File: config.mk
export PLATFORM = sky130hd
export DESIGN_NAME = bpsm_ctrl
export DESIGN_NICKNAME = d
export VERILOG_FILES = /design/src/hdl/bpsm_pkg.sv /design/src/hdl/bpsm_sync.sv /design/src/hdl/bpsm_por_timer.sv /design/src/hdl/bpsm_ctrl.sv
export SDC_FILE = /design/constraint.sdc
export NUM_CORES = 1
export LEC_CHECK = 0
export BUFFER_PORTS_ARGS = -buffer_cell sky130_fd_sc_hd__buf_2
export CORE_MARGIN = 1.5
export CORE_UTILIZATION = 30
export CTS_BUF_LIST = sky130_fd_sc_hd__clkbuf_16
export DETAILED_ROUTE_END_ITERATION = 7
export HOLD_SLACK_MARGIN = 0.15
export PLACE_DENSITY = 0.55
export REMOVE_ABC_BUFFERS = 1
export SLEW_MARGIN = 20
export SYNTH_ARGS = -nofsm -noshare
export SYNTH_HDL_FRONTEND = slang
export SYNTH_SLANG_ARGS = --single-unit
File: constraint.sdc
create_clock -name pclk -period 4 [get_ports pclk]
set_input_delay 0.4 -clock pclk [delete_from_list [all_inputs] [get_ports pclk]]
set_output_delay 0.4 -clock pclk [all_outputs]
set_load 0.1 [all_outputs]
File: src/hdl/bpsm_pkg.sv
`default_nettype none
package bpsm_pkg;
  // clock and oscillator
  localparam int CLK_KHZ        = 50000;
  localparam int OSC_KHZ        = 1600;
  localparam int OSC_DIV_CYC    = CLK_KHZ / OSC_KHZ;
  localparam int SHORT_SLOW_DIV = 3;
  // delays in microseconds and in oscillator ticks
  localparam int POR_DELAY_US   = 1000;
  localparam int POR_TICKS      = POR_DELAY_US * OSC_KHZ / 1000;
  localparam int WAKE_US        = 600;
  localparam int WAKE_TICKS     = WAKE_US * OSC_KHZ / 1000;
  localparam int SS_US          = 1100;
  localparam int SS_STEPS       = 256;
  localparam int SS_STEP_TICKS  = SS_US * OSC_KHZ / 1000 / SS_STEPS;
  // light-load entry
  localparam int ZC_ENTER_CNT   = 8;
  // apb map
  localparam logic [7:0] CTRL_OFF   = 8'h00;
  localparam logic [7:0] STATUS_OFF = 8'h04;
  localparam logic [7:0] ZCNT_OFF   = 8'h08;
  localparam int CTRL_SKIP_EN_BIT   = 0;
  localparam logic CTRL_SKIP_EN_RST = 1'b1;
  localparam int ST_STATE_LSB       = 0;
  localparam int ST_SKIP_BIT        = 2;
  localparam int ST_IDLE_BIT        = 3;
  localparam int ST_HS_BIT          = 4;
  localparam int ST_LS_BIT          = 5;
  localparam int ST_RESET_OUT_BIT   = 6;
  localparam int ST_SHORT_BIT       = 7;

  typedef enum logic [1:0] {
    ST_OFF  = 2'b00,
    ST_WAKE = 2'b01,
    ST_SOFT = 2'b11,
    ST_RUN  = 2'b10
  } bpsm_state_t;

  typedef struct packed {
    logic enable;
    logic skip_sel;
    logic timer_restart_in;
    logic ramp_trip;
    logic skip_trip;
    logic zero_cross;
    logic out_high;
    logic out_low;
    logic overcurrent_detector;
    logic output_short_detector;
    logic low_supply_lockout;
    logic over_temp;
    logic output_in_window;
  } bpsm_flags_t;

  localparam int FLAGS_W = $bits(bpsm_flags_t);
endpackage
`default_nettype wire

File: src/hdl/bpsm_sync.sv
`timescale 1ns/1ps
`default_nettype none
module bpsm_sync #(
  parameter int W = 1
) (
  // clock and reset
  input  wire logic         pclk,
  input  wire logic         presetn,
  // async in, synced out
  input  wire logic [W-1:0] async_in,
  output logic      [W-1:0] sync_out
);
  logic [W-1:0] meta_r;

  generate
    if (W < 1) begin : g_chk
      $error("bpsm_sync width must be at least 1");
    end
  endgenerate

  always_ff @(posedge pclk or negedge presetn) begin
    if (!presetn) begin
      meta_r   <= '0;
      sync_out <= '0;
    end else begin
      meta_r   <= async_in;
      sync_out <= meta_r;
    end
  end
endmodule
`default_nettype wire

File: src/hdl/bpsm_por_timer.sv
`timescale 1ns/1ps
`default_nettype none
module bpsm_por_timer #(
  parameter int TICKS = 1600
) (
  // clock and reset
  input  wire logic pclk,
  input  wire logic presetn,
  // oscillator tick and arm level
  input  wire logic tick,
  input  wire logic arm,
  // delay elapsed
  output logic      done
);
  localparam int CW = $clog2(TICKS + 1);
  logic [CW-1:0] cnt_r;

  generate
    if (TICKS < 1) begin : g_chk
      $error("bpsm_por_timer needs at least one tick");
    end
  endgenerate

  // RULE_22: restart on disarm
  always_ff @(posedge pclk or negedge presetn) begin
    if (!presetn) begin
      cnt_r <= '0;
    end else if (!arm) begin
      cnt_r <= '0;
    end else if (tick && (cnt_r != CW'(TICKS))) begin
      cnt_r <= cnt_r + CW'(1);
    end
  end

  always_ff @(posedge pclk or negedge presetn) begin
    if (!presetn) begin
      done <= 1'b0;
    end else begin
      done <= arm && (cnt_r == CW'(TICKS));
    end
  end
endmodule
`default_nettype wire

File: src/hdl/bpsm_ctrl.sv
// What this block does
// RULE_01: switching cycles come from a fixed oscillator, nominally 1.6 MHz.
// RULE_02: normal mode turns the high side on at each oscillator tick.
// RULE_03: ramp trip turns high side off, low side on until cycle end.
// RULE_04: eight consecutive zero-crossing cycles enter skip mode; negative current allowed meanwhile.
// RULE_05: a cycle without zero crossing clears the consecutive counter.
// RULE_06: skip pulses start on the tick; skip comparator ends the high side.
// RULE_07: output-high in skip mode: high side off now, drain, then idle.
// RULE_08: idle skip restarts at next tick once output is back to nominal.
// RULE_09: output-low flag leaves skip mode for normal operation.
// RULE_10: mode-select low forces fixed-rate operation, never skip mode.
// RULE_11: overcurrent trip ends the high-side pulse within that cycle.
// RULE_12: while the short detector trips, oscillator runs at one third rate.
// RULE_13: reset output low until about 1 ms after output is in window.
// RULE_14: reset input high drops reset output; same delay after it falls.
// RULE_15: the system ties the reset input low when unused.
// RULE_16: low supply lockout holds regulator off with both switches off.
// RULE_17: soft start drives a rising reference ramp to both loops.
// RULE_18: mode-select high allows automatic skip mode at light load.
// RULE_19: enable low turns both switches off and enables output discharge.
// RULE_20: after enable, wait about 600 us before soft start.
// RULE_21: over-temperature shuts down; recovery goes through fresh soft start.
// RULE_22: reset delay counts oscillator ticks, restarting when window or input drops.
// RULE_23: all comparator flags are synchronised before use.
//
// The address map and the APB slave port were left to the implementer.
`timescale 1ns/1ps
`default_nettype none
module bpsm_ctrl #(
  parameter int OSC_DIV   = bpsm_pkg::OSC_DIV_CYC,
  parameter int POR_TICKS = bpsm_pkg::POR_TICKS,
  parameter int WAKE_TCK  = bpsm_pkg::WAKE_TICKS,
  parameter int SS_STEP   = bpsm_pkg::SS_STEP_TICKS
) (
  // clock and reset
  input  wire logic                 pclk,
  input  wire logic                 presetn,
  // apb slave
  input  wire logic                 psel,
  input  wire logic                 penable,
  input  wire logic                 pwrite,
  input  wire logic [7:0]           paddr,
  input  wire logic [31:0]          pwdata,
  output logic      [31:0]          prdata,
  output logic                      pready,
  output logic                      pslverr,
  // pins and comparator flags, asynchronous
  input  wire bpsm_pkg::bpsm_flags_t flags_in,
  // power stage drive
  output logic                      hs_on,
  output logic                      ls_on,
  output logic                      discharge_on,
  // soft start reference
  output logic      [7:0]           ss_ref,
  // delayed power-good, active low reset
  output logic                      reset_out_n,
  // mode status
  output logic                      pulse_skipping
);
  localparam int OCW = $clog2(bpsm_pkg::SHORT_SLOW_DIV * OSC_DIV + 1);
  localparam int WCW = $clog2(WAKE_TCK + 1);
  localparam int SCW = $clog2(SS_STEP + 1);

  generate
    if (OSC_DIV < 2 || WAKE_TCK < 1 || SS_STEP < 1) begin : g_chk
      $error("bpsm_ctrl parameters out of range");
    end
  endgenerate

  bpsm_pkg::bpsm_flags_t  f;
  bpsm_pkg::bpsm_state_t  state_r;
  bpsm_pkg::bpsm_state_t  state_nxt;
  logic [OCW-1:0]         osc_cnt_r;
  logic                   tick_r;
  logic [WCW-1:0]         wake_cnt_r;
  logic [SCW-1:0]         ss_cnt_r;
  logic [3:0]             zc_cnt_r;
  logic                   zc_seen_r;
  logic                   zc_hit;
  logic                   drain_r;
  logic                   idle_r;
  logic                   skip_en_r;
  logic                   run_ok;
  logic                   switching;
  logic                   por_done;
  logic                   apb_acc;

  function automatic logic [OCW-1:0] osc_last(input logic slow);
    osc_last = slow ? OCW'(bpsm_pkg::SHORT_SLOW_DIV * OSC_DIV - 1) : OCW'(OSC_DIV - 1);
  endfunction

  // RULE_23: two-flop sync of flags
  bpsm_sync #(
    .W (bpsm_pkg::FLAGS_W)
  ) u_sync (
    .pclk     (pclk),
    .presetn  (presetn),
    .async_in (flags_in),
    .sync_out (f)
  );

  // RULE_16: lockout gates operation
  // RULE_21: over-temperature gates operation
  assign run_ok    = f.enable && !f.low_supply_lockout && !f.over_temp;
  assign switching = (state_r == bpsm_pkg::ST_SOFT) || (state_r == bpsm_pkg::ST_RUN);
  assign apb_acc   = psel && penable && pready;
  assign zc_hit    = zc_seen_r || (ls_on && f.zero_cross);

  // RULE_01: oscillator divider
  // RULE_12: one third rate on short
  always_ff @(posedge pclk or negedge presetn) begin
    if (!presetn) begin
      osc_cnt_r <= '0;
      tick_r    <= 1'b0;
    end else if (!run_ok) begin
      osc_cnt_r <= '0;
      tick_r    <= 1'b0;
    end else if (osc_cnt_r >= osc_last(f.output_short_detector)) begin
      osc_cnt_r <= '0;
      tick_r    <= 1'b1;
    end else begin
      osc_cnt_r <= osc_cnt_r + OCW'(1);
      tick_r    <= 1'b0;
    end
  end

  // sequencing state
  always_comb begin
    state_nxt = state_r;
    case (state_r)
      bpsm_pkg::ST_OFF: begin
        if (run_ok) begin
          state_nxt = bpsm_pkg::ST_WAKE;
        end
      end
      bpsm_pkg::ST_WAKE: begin
        // RULE_20: reference wake-up delay
        if (tick_r && wake_cnt_r == WCW'(WAKE_TCK - 1)) begin
          state_nxt = bpsm_pkg::ST_SOFT;
        end
      end
      bpsm_pkg::ST_SOFT: begin
        if (tick_r && ss_cnt_r == SCW'(SS_STEP - 1) && ss_ref == 8'hff) begin
          state_nxt = bpsm_pkg::ST_RUN;
        end
      end
      bpsm_pkg::ST_RUN: begin
        state_nxt = bpsm_pkg::ST_RUN;
      end
      default: begin
        state_nxt = bpsm_pkg::ST_OFF;
      end
    endcase
    // RULE_19: disable wins at once
    // RULE_21: shutdown restarts sequence
    if (!run_ok) begin
      state_nxt = bpsm_pkg::ST_OFF;
    end
  end

  always_ff @(posedge pclk or negedge presetn) begin
    if (!presetn) begin
      state_r <= bpsm_pkg::ST_OFF;
    end else begin
      state_r <= state_nxt;
    end
  end

  always_ff @(posedge pclk or negedge presetn) begin
    if (!presetn) begin
      wake_cnt_r <= '0;
    end else if (state_r != bpsm_pkg::ST_WAKE) begin
      wake_cnt_r <= '0;
    end else if (tick_r) begin
      wake_cnt_r <= wake_cnt_r + WCW'(1);
    end
  end

  // RULE_17: soft start reference ramp
  always_ff @(posedge pclk or negedge presetn) begin
    if (!presetn) begin
      ss_cnt_r <= '0;
      ss_ref   <= 8'h00;
    end else if (state_r == bpsm_pkg::ST_OFF || state_r == bpsm_pkg::ST_WAKE) begin
      ss_cnt_r <= '0;
      ss_ref   <= 8'h00;
    end else if (state_r == bpsm_pkg::ST_SOFT && tick_r) begin
      if (ss_cnt_r == SCW'(SS_STEP - 1)) begin
        ss_cnt_r <= '0;
        if (ss_ref != 8'hff) begin
          ss_ref <= ss_ref + 8'h01;
        end
      end else begin
        ss_cnt_r <= ss_cnt_r + SCW'(1);
      end
    end
  end

  // zero crossing seen while low side conducts
  always_ff @(posedge pclk or negedge presetn) begin
    if (!presetn) begin
      zc_seen_r <= 1'b0;
    end else if (!switching || tick_r) begin
      zc_seen_r <= 1'b0;
    end else if (ls_on && f.zero_cross) begin
      zc_seen_r <= 1'b1;
    end
  end

  // RULE_04: count consecutive crossing cycles
  // RULE_05: miss clears the count
  always_ff @(posedge pclk or negedge presetn) begin
    if (!presetn) begin
      zc_cnt_r <= 4'h0;
    end else if (!switching || pulse_skipping) begin
      zc_cnt_r <= 4'h0;
    end else if (tick_r) begin
      if (!zc_hit) begin
        zc_cnt_r <= 4'h0;
      end else if (zc_cnt_r != 4'(bpsm_pkg::ZC_ENTER_CNT)) begin
        zc_cnt_r <= zc_cnt_r + 4'h1;
      end
    end
  end

  // mode selection
  always_ff @(posedge pclk or negedge presetn) begin
    if (!presetn) begin
      pulse_skipping <= 1'b0;
    end else if (state_r != bpsm_pkg::ST_RUN || !f.skip_sel || !skip_en_r) begin
      // RULE_10: forced fixed-rate mode
      pulse_skipping <= 1'b0;
    end else if (pulse_skipping && f.out_low) begin
      // RULE_09: exit on output low
      pulse_skipping <= 1'b0;
    end else if (tick_r && zc_hit && zc_cnt_r >= 4'(bpsm_pkg::ZC_ENTER_CNT - 1)) begin
      // RULE_18: automatic entry allowed
      pulse_skipping <= 1'b1;
    end
  end

  // skip-mode drain and idle
  always_ff @(posedge pclk or negedge presetn) begin
    if (!presetn) begin
      drain_r <= 1'b0;
      idle_r  <= 1'b0;
    end else if (!pulse_skipping || !switching) begin
      drain_r <= 1'b0;
      idle_r  <= 1'b0;
    end else if (idle_r) begin
      // RULE_08: resume at tick once nominal
      if (tick_r && !f.out_high) begin
        idle_r <= 1'b0;
      end
    end else if (drain_r) begin
      if (f.zero_cross || !ls_on) begin
        drain_r <= 1'b0;
        idle_r  <= 1'b1;
      end
    end else if (f.out_high) begin
      // RULE_07: stop and drain to zero
      drain_r <= 1'b1;
    end
  end

  // high-side switch
  always_ff @(posedge pclk or negedge presetn) begin
    if (!presetn) begin
      hs_on <= 1'b0;
    end else if (!switching || state_nxt == bpsm_pkg::ST_OFF) begin
      // RULE_16: both off in lockout
      // RULE_19: off at once on disable
      hs_on <= 1'b0;
    end else if (f.overcurrent_detector) begin
      // RULE_11: overcurrent cuts pulse
      hs_on <= 1'b0;
    end else if (pulse_skipping && (f.out_high || drain_r)) begin
      // RULE_07: immediate stop
      hs_on <= 1'b0;
    end else if (tick_r) begin
      // RULE_02: pulse starts on tick
      // RULE_06: skip pulses also on tick
      hs_on <= !(pulse_skipping && idle_r && f.out_high);
    end else if (pulse_skipping ? f.skip_trip : f.ramp_trip) begin
      // RULE_03: ramp trip ends pulse
      // RULE_06: skip comparator ends pulse
      hs_on <= 1'b0;
    end
  end

  // low-side switch
  always_ff @(posedge pclk or negedge presetn) begin
    if (!presetn) begin
      ls_on <= 1'b0;
    end else if (!switching || state_nxt == bpsm_pkg::ST_OFF) begin
      ls_on <= 1'b0;
    end else if (tick_r) begin
      ls_on <= 1'b0;
    end else if (pulse_skipping && (idle_r || (ls_on && f.zero_cross))) begin
      // RULE_07: idle after current reaches zero
      ls_on <= 1'b0;
    end else if (hs_on && !ls_on) begin
      // RULE_03: low side on until cycle end
      // RULE_04: negative current allowed in normal mode
      if (f.overcurrent_detector || (pulse_skipping ? (f.skip_trip || f.out_high) : f.ramp_trip)) begin
        ls_on <= 1'b1;
      end
    end
  end

  // RULE_19: output discharge while disabled
  always_ff @(posedge pclk or negedge presetn) begin
    if (!presetn) begin
      discharge_on <= 1'b0;
    end else begin
      discharge_on <= !f.enable;
    end
  end

  // RULE_13: delayed power-good
  // RULE_14: reset input re-arms delay
  // RULE_22: count oscillator ticks
  bpsm_por_timer #(
    .TICKS (POR_TICKS)
  ) u_por (
    .pclk    (pclk),
    .presetn (presetn),
    .tick    (tick_r),
    .arm     (switching && f.output_in_window && !f.timer_restart_in),
    .done    (por_done)
  );

  always_ff @(posedge pclk or negedge presetn) begin
    if (!presetn) begin
      reset_out_n <= 1'b0;
    end else begin
      reset_out_n <= por_done && !f.timer_restart_in;
    end
  end

  // apb answer in first access cycle
  always_ff @(posedge pclk or negedge presetn) begin
    if (!presetn) begin
      pready <= 1'b0;
    end else begin
      pready <= psel && !penable;
    end
  end

  always_ff @(posedge pclk or negedge presetn) begin
    if (!presetn) begin
      skip_en_r <= bpsm_pkg::CTRL_SKIP_EN_RST;
    end else if (apb_acc && pwrite && paddr == bpsm_pkg::CTRL_OFF) begin
      skip_en_r <= pwdata[bpsm_pkg::CTRL_SKIP_EN_BIT];
    end
  end

  always_ff @(posedge pclk or negedge presetn) begin
    if (!presetn) begin
      prdata  <= 32'h0000_0000;
      pslverr <= 1'b0;
    end else if (psel && !penable) begin
      prdata  <= 32'h0000_0000;
      pslverr <= 1'b0;
      case (paddr)
        bpsm_pkg::CTRL_OFF: begin
          prdata[bpsm_pkg::CTRL_SKIP_EN_BIT] <= skip_en_r;
        end
        bpsm_pkg::STATUS_OFF: begin
          if (!pwrite) begin
            prdata[bpsm_pkg::ST_STATE_LSB +: 2]  <= state_r;
            prdata[bpsm_pkg::ST_SKIP_BIT]        <= pulse_skipping;
            prdata[bpsm_pkg::ST_IDLE_BIT]        <= idle_r;
            prdata[bpsm_pkg::ST_HS_BIT]          <= hs_on;
            prdata[bpsm_pkg::ST_LS_BIT]          <= ls_on;
            prdata[bpsm_pkg::ST_RESET_OUT_BIT]   <= reset_out_n;
            prdata[bpsm_pkg::ST_SHORT_BIT]       <= f.output_short_detector;
          end else begin
            pslverr <= 1'b1;
          end
        end
        bpsm_pkg::ZCNT_OFF: begin
          if (!pwrite) begin
            prdata[3:0] <= zc_cnt_r;
          end else begin
            pslverr <= 1'b1;
          end
        end
        default: begin
          pslverr <= 1'b1;
        end
      endcase
    end
  end
endmodule
`default_nettype wire

==> results.md <==
- Status: finished clean
- DRT Pass-1 Iters: 4
- Initial Utilization: 31.0%
- Final Hold Viols: 0
- Setup TNS: 0 ns
- PwrDens: 419 nW/um^2
- Synth warn: 0
- Placeable Area: 13300 um^2
- Hold slack: 0.137 ns
- Synthesized area per cell: 10.6 um^2
- Floorplan die height: 120 um
- Maximum VDD drop: 229 uV
- Clk sink count: 92
- Routability Congestion: 0.757
- CP Launch Type: flip-flop
- Critical Path RT: 4.26 ns
- Yosys cell types: 49
- Final ANT Viol Nets: 0
- Vias per cell: 4.63
- Commonest non-fill, non-tap cells in the layout: dfrtp_1, buf_2, nor2_1
- Peak Freq: 467 MHz
- Yosys reg bits: 92
- CP endpoint kind: flip-flop
- Leakage Power: 2.10 nW
- Final setup vio count: 0
- Drt total wl: 7840 um
- Htree depth: 3
- FF-to-FF path depth: 4
- Worst-Skew Late Latency: 0.34 ns
- Tightest Pin Transition: 0.788 ns
- Hpwl dp: 5470 um
- Chip Width: 120 um
- Setup CP Type: reg -> reg
- HP Class: in -> async
- Relative slew slack: 47.5%
- Reg-to-reg startpoint: tick_r
- Number of synthesized flops with an enable pin: 0
- Seq/Total Area, Yosys: 55.7%
- Ant. Diodes: 0
- Max-slew violation count: 0
- Max incr delay on CP: 0.85 ns
- Synth-to-Final Area Change: 15.9%
- Synthesized instance count: 389
- Final net count: 506
- RSZ-0062 raised after global routing: no
- Post CTS Setup Buffer Count: 0
- CTS clk-pin slew, worst paths: 0.07 ns
- Final Skew: 0.00801 ns
- Hold Buf Count CTS: 0
- Cells along the critical path: and4b_2 > o211ai_4 > or4_1 > a21oi_1
- Minimum clock period after layout: 2.14 ns
- Post-route DRC: 0
- Crit Path Max Fanout: 23
- Crit path DAT: 2.40 ns
- CTS tree: done
- MaxCap Viol Count: 0
- Pin count of the biggest net entering global routing: 62
- CTS Root Cell: clkbuf_16
- Final Cycle Share: 53.5%
- Total GRT Usage: 11.3%
- Slowest-stage cell, CP: dfrtp_1
- Row count: 42
- Initial antenna violation count: 0
- Die Area: 14500 um^2
- Clock Path Buffers: 2
- Via Count: 2871
- Util after Layout: 35.9%
- Input/output buffers: 49
- Layout cell share with drive strength beyond 1: 16.2%
- Power Total: 0.00201 W
- I/O pin total: 105
- WL/cell: 12.6 um
- Register area: 2300 um^2
- Post-Syn Area: 4140 um^2
- Fillers: 1348
- Remaining global-route overflow: 0
- Global-route wire length before repair: 13100 um
- Top_reg_cell synth: dfrtp_1
- Initial DRC Count: 96
- Reg-to-reg endpoint: ss_ref[7]
- Commonest non-fill, non-tap cell in the layout: dfrtp_1
- R2r setup slk: 1.86 ns
- Vias in the first global route: 2725
- Total CTS buffers: 9
- Async S/R FF share, synth: 100%
- Area occupied by multi-input gates: 1640 um^2
- Post-CTS sizing: 0
==> worst max-delay path by stage <==
stage,from,depth (start not counted),end,slack (ns)
floorplan,ss_ref[0],5,ss_ref[7],1.88
detailed placement,tick_r,3,pulse_skipping,1.89
global route,tick_r,3,pulse_skipping,1.74
global placement,tick_r,3,pulse_skipping,1.91
finish,tick_r,4,ss_ref[7],1.86
CTS,tick_r,3,pulse_skipping,1.86
==> cell usage after synthesis (all sizes together) (3+ instances only) <==
library cell / n / share of area, %
dfrtp: 91 / 55
nor2: 40 / 3.6
nand2: 31 / 2.8
buf: 28 / 4.8
a21oi: 23 / 2.9
inv: 15 / 1.4
nand3: 15 / 1.8
xor2: 14 / 3.0
o31ai: 10 / 1.8
ha: 9 / 2.7
o21ai: 9 / 1.1
xnor2: 8 / 1.7
nand2b: 7 / 1.1
nand4: 7 / 1.1
nor3: 7 / 0.85
or4: 7 / 1.3
and3: 6 / 0.91
clkbuf: 6 / 0.54
nand3b: 5 / 0.91
a22o: 4 / 0.85
a22oi: 4 / 0.73
mux2i: 4 / 0.97
or3: 4 / 0.60
a21o: 3 / 0.54
nor2b: 3 / 0.45
nor3b: 3 / 0.54
==> critical path, delay by kind of cell (launching register included) <==
| kind | cells | cell delay (ns) |
|---|---|---|
| AND/OR/NAND/NOR | 2 | 0.92 |
| AO/OA/AOI/OAI | 2 | 0.29 |
| flip-flops | 1 | 0.85 |
==> cell type report <==
type                       instances  share of cell area [%]
sequential                        92                    48.0
multi-input combinational        271                    34.3
timing repair buffer              50                    5.32
clock buffer                       9                    4.70
tap                              176                    4.59
clock inverter                     7                    1.90
inverter                          15                    1.17
==> sequential cells by signal, summed over array words and instances, names as in the netlist, 2 cells and up <==
| register | flops |
|---|---|
| osc_cnt_r | 7 |
| prdata | 8 |
| ss_cnt_r | 3 |
| ss_ref | 8 |
| state_r | 2 |
| u_por.cnt_r | 11 |
| u_sync.meta_r | 13 |
| u_sync.sync_out | 13 |
| wake_cnt_r | 10 |
| zc_cnt_r | 4 |
==> metrics by stage <==
step	instance area [um^2]	std cells	worst slack (ns)
after floorplan	4000	378	1.88
after global placement	4480	604	1.91
after global routing	4800	620	1.74
final	4800	620	1.86
after detailed placement	4480	604	1.89
after CTS	4800	620	1.86
==> cells by family after synthesis <==
kind of cell / Yosys count / synth area share [%]
multiplexers: 5 / 1.24
XOR/XNOR: 22 / 4.66
AO/OA/AOI/OAI: 66 / 10.9
other: 1 / 0.0906
flip-flops: 92 / 55.7
AND/OR/NAND/NOR: 144 / 17.8
buffers and inverters: 49 / 6.68
adder cells (fa/ha/maj): 10 / 2.96
==> per-layer routing <==
| metal | global-route usage, % | wire length [um] |
|---|---|---|
| met5 | 0 | 0 |
| met4 | 3.97 | 112 |
| met3 | 3.49 | 405 |
| met2 | 17.3 | 3410 |
| met1 | 15.3 | 3910 |
==> where the power goes <==
part / leakage [nW] / internal, W / switching [W]
Clock: 0.155 / 0.000545 / 0.000346
Combinational: 0.726 / 0.0000174 / 0.000148
Sequential: 1.21 / 0.000947 / 0.00000841
Total: 2.10 / 0.00151 / 0.000503
(Power assumes the default switching activity.)
